**src/rtl/ups_defines.svh**
```systemverilog
`ifndef UPS_DEFINES_SVH
`define UPS_DEFINES_SVH

// ****************************************
// register byte addresses
// ****************************************
`define UPS_ADDR_AUX        12'h008
`define UPS_ADDR_STATCTL    12'h07c
`define UPS_ADDR_DEVADDR    12'h040
`define UPS_ADDR_ENGSTAT    12'h100

// ****************************************
// register indices as printed
// ****************************************
`define UPS_IDX_AUX         8'h02
`define UPS_IDX_STATCTL     8'h1f
`define UPS_IDX_DEVADDR     8'h10

// ****************************************
// status and control fields
// ****************************************
`define UPS_SC_FORCE_LSB    0
`define UPS_SC_FORCE_MSB    2
`define UPS_SC_OPEN_DRAIN   2
`define UPS_SC_ACTIVITY     3
`define UPS_SC_IRQ_MODE     5
`define UPS_SC_REGULATOR_PIN_EN      6
`define UPS_SC_PU_EN        7
`define UPS_SC_WR_MASK      8'he7
`define UPS_SC_RESET        8'h00

// ****************************************
// aux port fields
// ****************************************
`define UPS_AUX_REG_PIN     0
`define UPS_AUX_XTAL        1
`define UPS_AUX_DMINUS      4
`define UPS_AUX_DPLUS       5

// ****************************************
// device address fields
// ****************************************
`define UPS_DA_ENABLE       7
`define UPS_DA_RESET        8'h00

// ****************************************
// token pids (4-bit code)
// ****************************************
`define UPS_PID_OUT         4'h1
`define UPS_PID_IN          4'h9
`define UPS_PID_SETUP       4'hd
`define UPS_PID_ACK         4'h2
`define UPS_PID_DATA0       4'h3
`define UPS_PID_NAK         4'ha

// ****************************************
// engine constants
// ****************************************
`define UPS_ENDPOINTS       2'h3
`define UPS_CRC5_INIT       5'h1f
`define UPS_CRC5_RESID      5'h0c
`define UPS_CRC5_POLY       5'h05
`define UPS_STUFF_LIMIT     3'h6
`define UPS_SYNC_LAST       5'h06
`define UPS_BIT_TIME_CYC    4'h6
`define UPS_BUS_RESET_NS    2500
`define UPS_CLK_NS          100
`define UPS_BUS_RESET_CYC   ((`UPS_BUS_RESET_NS + `UPS_CLK_NS - 1) / `UPS_CLK_NS)

`endif

```
**src/rtl/ups_pkg.sv**
```systemverilog
package ups_pkg;

  // ****************************************
  // forced line states
  // ****************************************
  typedef enum logic [2:0] {
    ups_force_none   = 3'h0,
    ups_force_k      = 3'h1,
    ups_force_j      = 3'h2,
    ups_force_se0    = 3'h3,
    ups_force_ps2lo  = 3'h4,
    ups_force_dmlo   = 3'h5,
    ups_force_dplo   = 3'h6,
    ups_force_float  = 3'h7
  } ups_force_t;

  // ****************************************
  // token receiver states
  // ****************************************
  typedef enum logic [3:0] {
    ups_st_idle = 4'h1,
    ups_st_sync = 4'h2,
    ups_st_data = 4'h4,
    ups_st_done = 4'h8
  } ups_rx_state_t;

endpackage : ups_pkg

```
**src/rtl/ups_port_ctrl.sv**
```systemverilog
`timescale 1ns/1ns
`default_nettype none
`include "ups_defines.svh"

module ups_port_ctrl (
  // apb clock and reset
  input  wire logic        pclk,
  input  wire logic        presetn,
  // apb slave
  input  wire logic        psel,
  input  wire logic        penable,
  input  wire logic        pwrite,
  input  wire logic [11:0] paddr,
  input  wire logic [31:0] pwdata,
  output logic      [31:0] prdata,
  output logic             pready,
  output logic             pslverr,
  // usb data lines
  input  wire logic        dplus_in,
  input  wire logic        dminus_in,
  output logic             dplus_out,
  output logic             dplus_oe,
  output logic             dminus_out,
  output logic             dminus_oe,
  // engine transmit request
  input  wire logic        engine_drive,
  input  wire logic        engine_dplus,
  input  wire logic        engine_dminus,
  // auxiliary pins
  input  wire logic        regulator_pin_in,
  input  wire logic        crystal_input_pin,
  input  wire logic        internal_clock_mode,
  // outputs to pads and interrupt logic
  output logic             regulator_en,
  output logic             ps2_pullup_en,
  output logic             open_drain_mode,
  output logic             irq_ps2_mode,
  output logic             shared_irq,
  output logic             bus_reset,
  output logic             token_match,
  output logic [3:0]       token_pid,
  output logic [1:0]       token_endp
);

  // ****************************************
  // input synchronisers
  // ****************************************
  logic dp_s;
  logic dm_s;
  logic dm_n_s;
  logic vr_s;
  logic xt_s;

  ups_sync3 u_sync_dp (.pclk(pclk), .presetn(presetn), .din(dplus_in),          .dout(dp_s));
  ups_sync3 u_sync_dm (.pclk(pclk), .presetn(presetn), .din(!dminus_in),        .dout(dm_n_s));
  ups_sync3 u_sync_vr (.pclk(pclk), .presetn(presetn), .din(regulator_pin_in),  .dout(vr_s));
  ups_sync3 u_sync_xt (.pclk(pclk), .presetn(presetn), .din(crystal_input_pin), .dout(xt_s));
  // d- idles high: synchronised inverted so reset gives idle, no false activity
  assign dm_s = !dm_n_s;

  // ****************************************
  // register state
  // ****************************************
  logic [7:0]  statctl;
  logic [7:0]  next_statctl;
  logic [7:0]  devaddr;
  logic [7:0]  next_devaddr;
  logic [31:0] next_prdata;
  logic        next_pready;
  logic        next_pslverr;
  logic        wr_access;
  logic        rd_setup;
  logic        activity;
  logic [7:0]  aux_value;
  logic [7:0]  engstat;

  assign wr_access = psel && penable && pwrite && pready;
  assign rd_setup  = psel && !penable;

  // ****************************************
  // line activity and bus reset detect
  // ****************************************
  logic       dp_q;
  logic       dm_q;
  logic [4:0] se0_cnt;
  logic [4:0] next_se0_cnt;
  logic       next_bus_reset;

  assign activity = (dp_q != dp_s) || (dm_q != dm_s) || (!dp_s && !dm_s);

  always_comb begin
    next_se0_cnt   = 5'h00;
    next_bus_reset = 1'b0;
    if (!dp_s && !dm_s) begin
      next_se0_cnt = se0_cnt;
      if (se0_cnt != 5'(`UPS_BUS_RESET_CYC)) begin
        next_se0_cnt = se0_cnt + 5'h01;
      end else begin
        next_bus_reset = 1'b1;
      end
    end
  end

  always_ff @(posedge pclk or negedge presetn) begin
    if (!presetn) begin
      dp_q      <= 1'b0;
      dm_q      <= 1'b1;
      se0_cnt   <= 5'h00;
      bus_reset <= 1'b0;
    end else begin
      dp_q      <= dp_s;
      dm_q      <= dm_s;
      se0_cnt   <= next_se0_cnt;
      bus_reset <= next_bus_reset;
    end
  end

  // ****************************************
  // token receiver
  // ****************************************
  ups_pkg::ups_rx_state_t rx_state;
  ups_pkg::ups_rx_state_t next_rx_state;
  logic [3:0]  bit_cnt;
  logic [3:0]  next_bit_cnt;
  logic [4:0]  nbits;
  logic [4:0]  next_nbits;
  logic [23:0] shreg;
  logic [23:0] next_shreg;
  logic [2:0]  ones;
  logic [2:0]  next_ones;
  logic        last_j;
  logic        next_last_j;
  logic [4:0]  crc;
  logic [4:0]  next_crc;
  logic        next_token_match;
  logic        rx_bit;
  logic        sample;
  logic        addr_ok;

  assign sample = (bit_cnt == `UPS_BIT_TIME_CYC);
  // nrzi decode: no transition is a one
  assign rx_bit = (dm_s == last_j);

  // address zero always accepted; own address needs enable
  assign addr_ok = (shreg[14:8] == 7'h00) ||
                   (devaddr[`UPS_DA_ENABLE] && shreg[14:8] == devaddr[6:0]);

  always_comb begin
    next_rx_state    = rx_state;
    next_bit_cnt     = sample ? 4'h0 : bit_cnt + 4'h1;
    next_nbits       = nbits;
    next_shreg       = shreg;
    next_ones        = ones;
    next_last_j      = last_j;
    next_crc         = crc;
    next_token_match = 1'b0;
    case (rx_state)
      ups_pkg::ups_st_idle: begin
        next_bit_cnt = 4'h0;
        next_last_j  = dm_s;
        if (dp_s && !dm_s) begin
          next_rx_state = ups_pkg::ups_st_sync;
          next_nbits    = 5'h00;
        end
      end
      ups_pkg::ups_st_sync: begin
        if (sample) begin
          next_last_j = dm_s;
          next_nbits  = nbits + 5'h01;
          if (nbits == `UPS_SYNC_LAST) begin
            next_rx_state = ups_pkg::ups_st_data;
            next_nbits    = 5'h00;
            next_ones     = 3'h0;
            next_crc      = `UPS_CRC5_INIT;
          end
        end
      end
      ups_pkg::ups_st_data: begin
        if (!dp_s && !dm_s) begin
          next_rx_state = ups_pkg::ups_st_done;
        end else if (sample) begin
          next_last_j = dm_s;
          if (ones == `UPS_STUFF_LIMIT) begin
            next_ones = 3'h0;
          end else begin
            next_ones  = rx_bit ? ones + 3'h1 : 3'h0;
            next_shreg = {rx_bit, shreg[23:1]};
            next_nbits = nbits + 5'h01;
            // checksum over address, endpoint and crc
            if (nbits >= 5'h08) begin
              next_crc = {crc[3:0], 1'b0} ^ ((crc[4] ^ rx_bit) ? `UPS_CRC5_POLY : 5'h00);
            end
          end
        end
      end
      ups_pkg::ups_st_done: begin
        next_rx_state = ups_pkg::ups_st_idle;
        // token type and address check; three endpoints
        if (nbits == 5'h18 && shreg[3:0] == ~shreg[7:4] &&
            crc == `UPS_CRC5_RESID && addr_ok &&
            {shreg[18], shreg[17:15]} < {2'h0, `UPS_ENDPOINTS} &&
            (shreg[3:0] == `UPS_PID_SETUP || shreg[3:0] == `UPS_PID_IN ||
             shreg[3:0] == `UPS_PID_OUT)) begin
          next_token_match = 1'b1;
        end
      end
      default: begin
        next_rx_state = ups_pkg::ups_st_idle;
      end
    endcase
  end

  always_ff @(posedge pclk or negedge presetn) begin
    if (!presetn) begin
      rx_state    <= ups_pkg::ups_st_idle;
      bit_cnt     <= 4'h0;
      nbits       <= 5'h00;
      shreg       <= 24'h000000;
      ones        <= 3'h0;
      last_j      <= 1'b0;
      crc         <= 5'h00;
      token_match <= 1'b0;
      token_pid   <= 4'h0;
      token_endp  <= 2'h0;
    end else begin
      rx_state    <= next_rx_state;
      bit_cnt     <= next_bit_cnt;
      nbits       <= next_nbits;
      shreg       <= next_shreg;
      ones        <= next_ones;
      last_j      <= next_last_j;
      crc         <= next_crc;
      token_match <= next_token_match;
      if (next_token_match) begin
        token_pid  <= shreg[3:0];
        token_endp <= shreg[16:15];
      end
    end
  end

  // ****************************************
  // registers and apb
  // ****************************************
  // auxiliary input port value
  assign aux_value = {2'h0, dp_s, dm_s, 2'h0, xt_s && internal_clock_mode, vr_s};
  assign engstat   = {3'h0, bus_reset, rx_state};

  always_comb begin
    next_statctl = statctl;
    next_devaddr = devaddr;
    next_prdata  = prdata;
    next_pready  = 1'b0;
    next_pslverr = 1'b0;
    if (wr_access && paddr == `UPS_ADDR_STATCTL) begin
      // reserved bit 4 forced to zero; zero clears activity
      next_statctl = pwdata[7:0] & `UPS_SC_WR_MASK;
      next_statctl[`UPS_SC_ACTIVITY] = statctl[`UPS_SC_ACTIVITY] & pwdata[`UPS_SC_ACTIVITY];
    end
    if (wr_access && paddr == `UPS_ADDR_DEVADDR) begin
      next_devaddr = pwdata[7:0];
    end
    if (activity) begin
      next_statctl[`UPS_SC_ACTIVITY] = 1'b1;
    end
    if (bus_reset) begin
      next_devaddr = `UPS_DA_RESET;
    end
    if (rd_setup) begin
      next_pready = 1'b1;
      case (paddr)
        `UPS_ADDR_AUX:     next_prdata = {24'h000000, aux_value};
        `UPS_ADDR_STATCTL: next_prdata = {24'h000000, statctl};
        `UPS_ADDR_DEVADDR: next_prdata = {24'h000000, devaddr};
        `UPS_ADDR_ENGSTAT: next_prdata = {24'h000000, engstat};
        default: begin
          next_prdata  = 32'h00000000;
          next_pslverr = 1'b1;
        end
      endcase
    end
  end

  always_ff @(posedge pclk or negedge presetn) begin
    if (!presetn) begin
      statctl <= `UPS_SC_RESET;
      devaddr <= `UPS_DA_RESET;
      prdata  <= 32'h00000000;
      pready  <= 1'b0;
      pslverr <= 1'b0;
    end else begin
      statctl <= next_statctl;
      devaddr <= next_devaddr;
      prdata  <= next_prdata;
      pready  <= next_pready;
      pslverr <= next_pslverr;
    end
  end

  // ****************************************
  // line drivers
  // ****************************************
  ups_pkg::ups_force_t force_sel;
  logic next_dp_out;
  logic next_dp_oe;
  logic next_dm_out;
  logic next_dm_oe;

  assign force_sel = ups_pkg::ups_force_t'(next_statctl[`UPS_SC_FORCE_MSB:`UPS_SC_FORCE_LSB]);

  always_comb begin
    next_dp_out = 1'b0;
    next_dp_oe  = 1'b0;
    next_dm_out = 1'b0;
    next_dm_oe  = 1'b0;
    case (force_sel)
      // engine control or forced usb states
      ups_pkg::ups_force_none: begin
        next_dp_out = engine_dplus;
        next_dm_out = engine_dminus;
        next_dp_oe  = engine_drive;
        next_dm_oe  = engine_drive;
      end
      ups_pkg::ups_force_k: begin
        next_dp_out = 1'b1;
        next_dp_oe  = 1'b1;
        next_dm_oe  = 1'b1;
      end
      ups_pkg::ups_force_j: begin
        next_dm_out = 1'b1;
        next_dp_oe  = 1'b1;
        next_dm_oe  = 1'b1;
      end
      ups_pkg::ups_force_se0: begin
        next_dp_oe = 1'b1;
        next_dm_oe = 1'b1;
      end
      // ps2 forces; open drain, only low driven
      ups_pkg::ups_force_ps2lo: begin
        next_dp_oe = 1'b1;
        next_dm_oe = 1'b1;
      end
      ups_pkg::ups_force_dmlo: next_dm_oe = 1'b1;
      ups_pkg::ups_force_dplo: next_dp_oe = 1'b1;
      ups_pkg::ups_force_float: begin
        next_dp_oe = 1'b0;
      end
      default: begin
        next_dp_oe = 1'b0;
      end
    endcase
  end

  always_ff @(posedge pclk or negedge presetn) begin
    if (!presetn) begin
      dplus_out       <= 1'b0;
      dplus_oe        <= 1'b0;
      dminus_out      <= 1'b0;
      dminus_oe       <= 1'b0;
      regulator_en    <= 1'b0;
      ps2_pullup_en   <= 1'b0;
      open_drain_mode <= 1'b0;
      irq_ps2_mode    <= 1'b0;
      shared_irq      <= 1'b0;
    end else begin
      dplus_out       <= next_dp_out;
      dplus_oe        <= next_dp_oe;
      dminus_out      <= next_dm_out;
      dminus_oe       <= next_dm_oe;
      regulator_en    <= next_statctl[`UPS_SC_REGULATOR_PIN_EN];
      ps2_pullup_en   <= next_statctl[`UPS_SC_PU_EN];
      open_drain_mode <= next_statctl[`UPS_SC_OPEN_DRAIN];
      irq_ps2_mode    <= next_statctl[`UPS_SC_IRQ_MODE];
      shared_irq      <= next_statctl[`UPS_SC_IRQ_MODE] ? activity : next_bus_reset;
    end
  end

endmodule : ups_port_ctrl

`default_nettype wire

```
**src/rtl/ups_sync3.sv**
```systemverilog
`timescale 1ns/1ns
`default_nettype none

// ****************************************
// three stage input synchroniser
// ****************************************
module ups_sync3 (
  // clock and reset
  input  wire logic pclk,
  input  wire logic presetn,
  // pin and result
  input  wire logic din,
  output logic      dout
);

  logic [2:0] stage;
  logic       next_dout;

  always_comb begin
    next_dout = dout;
    if (stage[1] == stage[2]) begin
      next_dout = stage[2];
    end
  end

  always_ff @(posedge pclk or negedge presetn) begin
    if (!presetn) begin
      stage <= 3'h0;
      dout  <= 1'b0;
    end else begin
      stage <= {stage[1:0], din};
      dout  <= next_dout;
    end
  end

endmodule : ups_sync3

`default_nettype wire

```
**config.mk**
```make
export PLATFORM = sky130hd
export DESIGN_NAME = ups_port_ctrl
export DESIGN_NICKNAME = d
export VERILOG_FILES = /design/src/rtl/ups_pkg.sv /design/src/rtl/ups_port_ctrl.sv /design/src/rtl/ups_sync3.sv
export VERILOG_INCLUDE_DIRS = /design/src /design/src/rtl
export SDC_FILE = /design/constraint.sdc
export NUM_CORES = 1
export LEC_CHECK = 0
export CAP_MARGIN = 20
export CORE_ASPECT_RATIO = 2
export CORE_MARGIN = 3
export CORE_UTILIZATION = 44
export CTS_BUF_LIST = sky130_fd_sc_hd__clkbuf_4 sky130_fd_sc_hd__clkbuf_8 sky130_fd_sc_hd__clkbuf_16
export DETAILED_ROUTE_END_ITERATION = 12
export DONT_BUFFER_PORTS = 1
export GPL_ROUTABILITY_DRIVEN = 0
export GPL_TIMING_DRIVEN = 1
export PLACE_DENSITY = 0.7
export SYNTH_ARGS = -nofsm -noshare
export SYNTH_HDL_FRONTEND = slang
export SYNTH_SLANG_ARGS = --single-unit
```
**constraint.sdc**
```tcl
create_clock -name pclk -period 1.82 [get_ports pclk]
set_input_delay 0.364 -clock pclk [delete_from_list [all_inputs] [get_ports pclk]]
set_output_delay 0.364 -clock pclk [all_outputs]
set_load 0.02 [all_outputs]
```
; Word level (Yosys, flattened, before mapping)
; Cells that the tools add are included.
[classes]
n_eq_ne = 41
div_mod_pow = 0
n_mux = 51
n_shift = 0
magnitude_cmp = 2
multipliers = 0
n_bitwise = 6
reduce_logical = 39
addsub = 4
[ops]
columns = op, count
row1 = 2-to-1 mux 5 bit, 14
row2 = case mux 8 bit (4 select lines), 1
row3 = == test 12 x 7 -> 1 bit (second input constant), 2
row4 = 2-to-1 mux 4 bit, 6
row5 = 2-to-1 mux 8 bit, 3
row6 = 2-to-1 mux 3 bit, 7
row7 = inequality test 2 bit (second input constant), 8
row8 = logical AND 1 bit, 15
row9 = case mux 5 bit (3 select lines), 1
row10 = == test 12 x 4 -> 1 bit (second input constant), 1
row11 = == test 12 x 9 -> 1 bit (second input constant), 1
row12 = == test 3 bit (second input constant), 4
row13 = == test 4 bit (second input constant), 3
row14 = case mux 4 bit (3 select lines), 1
row15 = 2-to-1 mux 1 bit, 11
row16 = adder 5 x 1 -> 5 bit (second input constant), 2
row17 = case mux 5 bit (2 select lines), 1
row18 = OR reduction 5 bit, 2
row19 = == test 4 x 1 -> 1 bit (second input constant), 2
row20 = == test 4 x 3 -> 1 bit (second input constant), 2
row21 = case mux 1 bit (2 select lines), 4
row22 = AND reduction 4 bit, 2
row23 = == test 7 bit, 1
row24 = zero test 7 bit, 1
row25 = other kinds (32), 48
[word_totals]
reg_bits = 135
out_inout_bits = 51
ram_bits = 0
n_memories = 0
mem_bits_ro = 0
latch_bits = 0
elab_cells = 180

; Logic depth before layout (Yosys ltp)
[logic_depth]
depth_word = 10
mapped_depth = 7

; Cells and area by module
; Synthesis repeated with hierarchy kept, for this count alone.
[hier_totals]
hier_cells = 422
hier_area_um2 = 4864.7
[by_module_without_submodules]
columns = module, n_inst, seq_area_each_um2, area_per_inst_um2, cells_per_inst
row1 = ups_port_ctrl, 1, 2279.7, 4419.2, 402
row2 = ups_sync3, 4, 100.1, 111.4, 5

; Worst setup path before layout
; Ideal clock, no wire load.
[synth_timing]
path_type = register to register
startpoint = reg rx_state[0]
endpoint = reg crc[0]
n_path_buf = 2
path_slack_ps = -139
setup_time_ps = 125
arrival_ps = 1834
stages_incl_launch_ff = 8
path_cell_list = dfstp_2 buf_2 or4b_1 buf_2 a21oi_1 a21oi_1 nand2_2 mux2_2
[synth_via]
elab_chain_len = 3
elab_cells_between_ends = 11
[synth_lines]
columns = element, line_no
row1 = from (decl), ups_port_ctrl.sv:121  ; ups_pkg::ups_rx_state_t rx_state;
row2 = from (signal assigned), ups_port_ctrl.sv:215  ; rx_state <= ups_pkg::ups_st_idle;
row3 = from (signal assigned), ups_port_ctrl.sv:226  ; rx_state <= next_rx_state;
row4 = == test 4 x 3 -> 1 bit or == test 4 x 2 -> 1 bit (tied branches), ups_port_ctrl.sv:157  ; case (rx_state)
row5 = inequality test 2 bit (no line) or nonzero test 2 bit (tied branches), --
row6 = AND reduction 7 bit (no line), --
row7 = to (signal assigned), ups_port_ctrl.sv:232  ; crc <= next_crc;
row8 = to (decl), ups_port_ctrl.sv:133  ; logic [4:0] crc;
; Parallel ways exist; a longest one is shown, timed or not.
; A chain may end at the register's enable or synchronous reset.

; Final worst setup path
[layout_timing]
startpoint = reg rx_state[3]
endpoint = reg crc[0]
; The elaborated chain is that of the path after synthesis.

==> impl_metrics.tcl <==
set metrics [dict create \
    outcome "complete, but fails checks" \
    violations "negative hold slack, negative setup slack" \
    cts_max_level 3 \
    ioPinCount 108 \
    cts.sinks 107 \
    totalWireLength_um 11000 \
    core_um2 10900 \
    critPathSlowestCell "or4b_4" \
    path_cells "or4b_4 > a21oi_4 > a21oi_2 > nand2_2 > mux2_4" \
    ys_types 69 \
    critical-path-top-delay-family "simple AND/OR/NAND/NOR gates" \
    power_density_nw_per_um2 888 \
    async_flop_share 1.00 \
    synth_edf_count 0 \
    via_count 3401 \
    finalSetupViolCount 3 \
    ir_drop_v 0.000553 \
    place_area_um2 5370 \
    start_util 0.454 \
    max-cap-violations 0 \
    grt_antenna_before_repair 0 \
    relSlewSlack 0.637 \
    fin_ws_ns -0.0480 \
    drtPass1Iterations 4 \
    drive_gt1_frac 0.322 \
    yosys_warnings 0 \
    viasPerCell 5.48 \
    start_kind "register" \
    initialDrtViolationCount 184 \
    critPathMaxStageDelay_ns 0.59 \
    clockRootBuffer "clkbuf_16" \
    cp.depth 5 \
    fin_area_um2 5920 \
    rows 54 \
    syn_to_final_growth_pct 19.1 \
    first_global_vias 3626 \
    fin_cells 621 \
    hold_viol 107 \
    fill_cells 898 \
    path_clk_slew_ns 0.07 \
    ys_ff_latch 107 \
    crit_buf_inv 0 \
    die_y_um 156 \
    tritoncts "built" \
    grt_max_degree 108 \
    io_buffers 0 \
    drc 0 \
    path_max_fanout 5 \
    synth_flop_cell "dfrtp_1" \
    worst_slew_pin_slew_ns 0.545 \
    grt.total_usage 0.172 \
    final_common_cell "dfrtp_1" \
    synthCells 423 \
    final_cell_mix "dfrtp_1 (103), buf_4 (45), nand2_1 (32), mux2_2 (29), conb_1 (24)" \
    cts_made_buffers 9 \
    clock_skew_ns 0.00979 \
    ys_seq_area_frac 0.539 \
    grt-ovfl-total 0 \
    min_path_type "input port to async pin" \
    die_area_um2 12700 \
    hpwl_um 8030 \
    routedWlPerCell_um 17.7 \
    dp_cells 594 \
    synth_area_per_cell_um2 11.8 \
    crit_type "register to register" \
    p_leak_nw 2.77 \
    rsz0062_at_grt "true" \
    arrival_ns 2.09 \
    required_ns 2.04 \
    crit_path_end_kind "register" \
    chipWidth_um 81.2 \
    num-nets-final 542 \
    period_needed_ns 1.87 \
    synth_area_um2 4970 \
    ant_nets 0 \
    slew_viol_final 0 \
    worstRegToRegCells 5 \
    n_antenna_cell 0 \
    clk_latency_ns 0.34 \
    fmax_mhz 535 \
    clockBufferDepth 2 \
    grt_pass1_wl_um 16600 \
    whs_ns -0.288 \
    final_util 0.541 \
    fin_crit_sh 1.03 \
]
registers in the layout (all words and copies together), names as in the netlist, 5 cells and up:
signal   count
devaddr      8
statctl      7
shreg       24
crc          5
prdata       8
nbits        5
se0_cnt      5
routing by layer:
metal / wire, um / up-vias / GRT usage
li1: - / 1553 / -
met1: 3510 / 1698 / 0.149
met2: 6390 / 117 / 0.337
met3: 535 / 33 / 0.0357
met4: 539 / 0 / 0.106
met5: 0 / - / 0
cells in the mapped netlist, drive strengths merged (4+ instances only):
cell type,instances,area share
clkbuf,4,0.0033
dfrtp,105,0.53
nor4,7,0.020
or4b,4,0.0088
nand2,38,0.031
nand3,17,0.017
maj3,4,0.0081
inv,16,0.012
nand2b,8,0.010
a222oi,4,0.0081
nor3,4,0.0040
mux2i,6,0.012
nor2,16,0.012
ha,9,0.023
nand4,5,0.0075
buf,32,0.047
xnor2,14,0.025
mux2,34,0.079
a211oi,4,0.0081
a21oi,17,0.017
xor2,5,0.0088
o21ai,25,0.027
path summary, 6_finish.rpt:
path,to,startpoint,slack (ns)
max,crc[0]$_DFFE_PN0P_,rx_state[3]$_DFFE_PN0P_,-0.05
min,u_sync_xt.stage[2]$_DFF_PN0_,presetn,-0.29
max reg2reg,crc[0]$_DFFE_PN0P_,rx_state[3]$_DFFE_PN0P_,-0.05
min reg2reg,u_sync_dm.stage[1]$_DFF_PN0_,u_sync_dm.stage[0]$_DFF_PN0_,0.35
max in group asynchronous,rx_state[0]$_DFFE_PN1P_,presetn,1.90
min in group pclk,u_sync_xt.stage[0]$_DFF_PN0_,crystal_input_pin,0.05
final cells by class:
type	count	area [um^2]	area share
inverter	16	60.1	0.0101
multi-input combinational	287	2200	0.372
clock buffer	10	233	0.0393
timing repair buffer	55	495	0.0837
sequential	107	2680	0.453
clock inverter	6	72.6	0.0123
tap	140	175	0.0296
cells by family after synthesis:
| kind of cell | count (synthesis) | synth area share |
|---|---|---|
| compound gates | 64 | 0.0846 |
| fa+ha+maj | 13 | 0.0307 |
| simple gates | 127 | 0.159 |
| other cells | 1 | 0.000754 |
| xor+xnor | 19 | 0.0335 |
| mux | 40 | 0.0906 |
| buf+inv | 52 | 0.0619 |
| flops | 107 | 0.539 |
stage by stage:
stage          setup WS [ns]  setup TNS, ns  hold WS, ns  total power, W
3_3_place_gp          -0.161          -2.26       0.0705         0.00318
2_1_floorplan        -0.0340         -0.628       0.0684         0.00304
5_1_grt              -0.0735          -1.56       -0.307         0.00548
3_5_place_dp          -0.170          -2.89       0.0707         0.00322
6_report             -0.0480         -0.132       -0.288         0.00526
4_1_cts             -0.00825        -0.0182       -0.298         0.00526
report_power, final:
group	switching, W	internal, W
Clock	0.000861	0.00110
Sequential	0.0000930	0.00248
Combinational	0.000369	0.000350
timing repair:
| item | in CTS | in global routing |
|---|---|---|
| setup endpoints to repair | 18 | 41 |
| pin swaps | 6 | 7 |
| gates resized for setup | 8 | 27 |
| gates cloned | 0 | 2 |
| buffers inserted | 5 | 4 |
| endpoints found under the hold margin | 107 | 107 |
No activity file was read; power rests on OpenSTA's default activity.
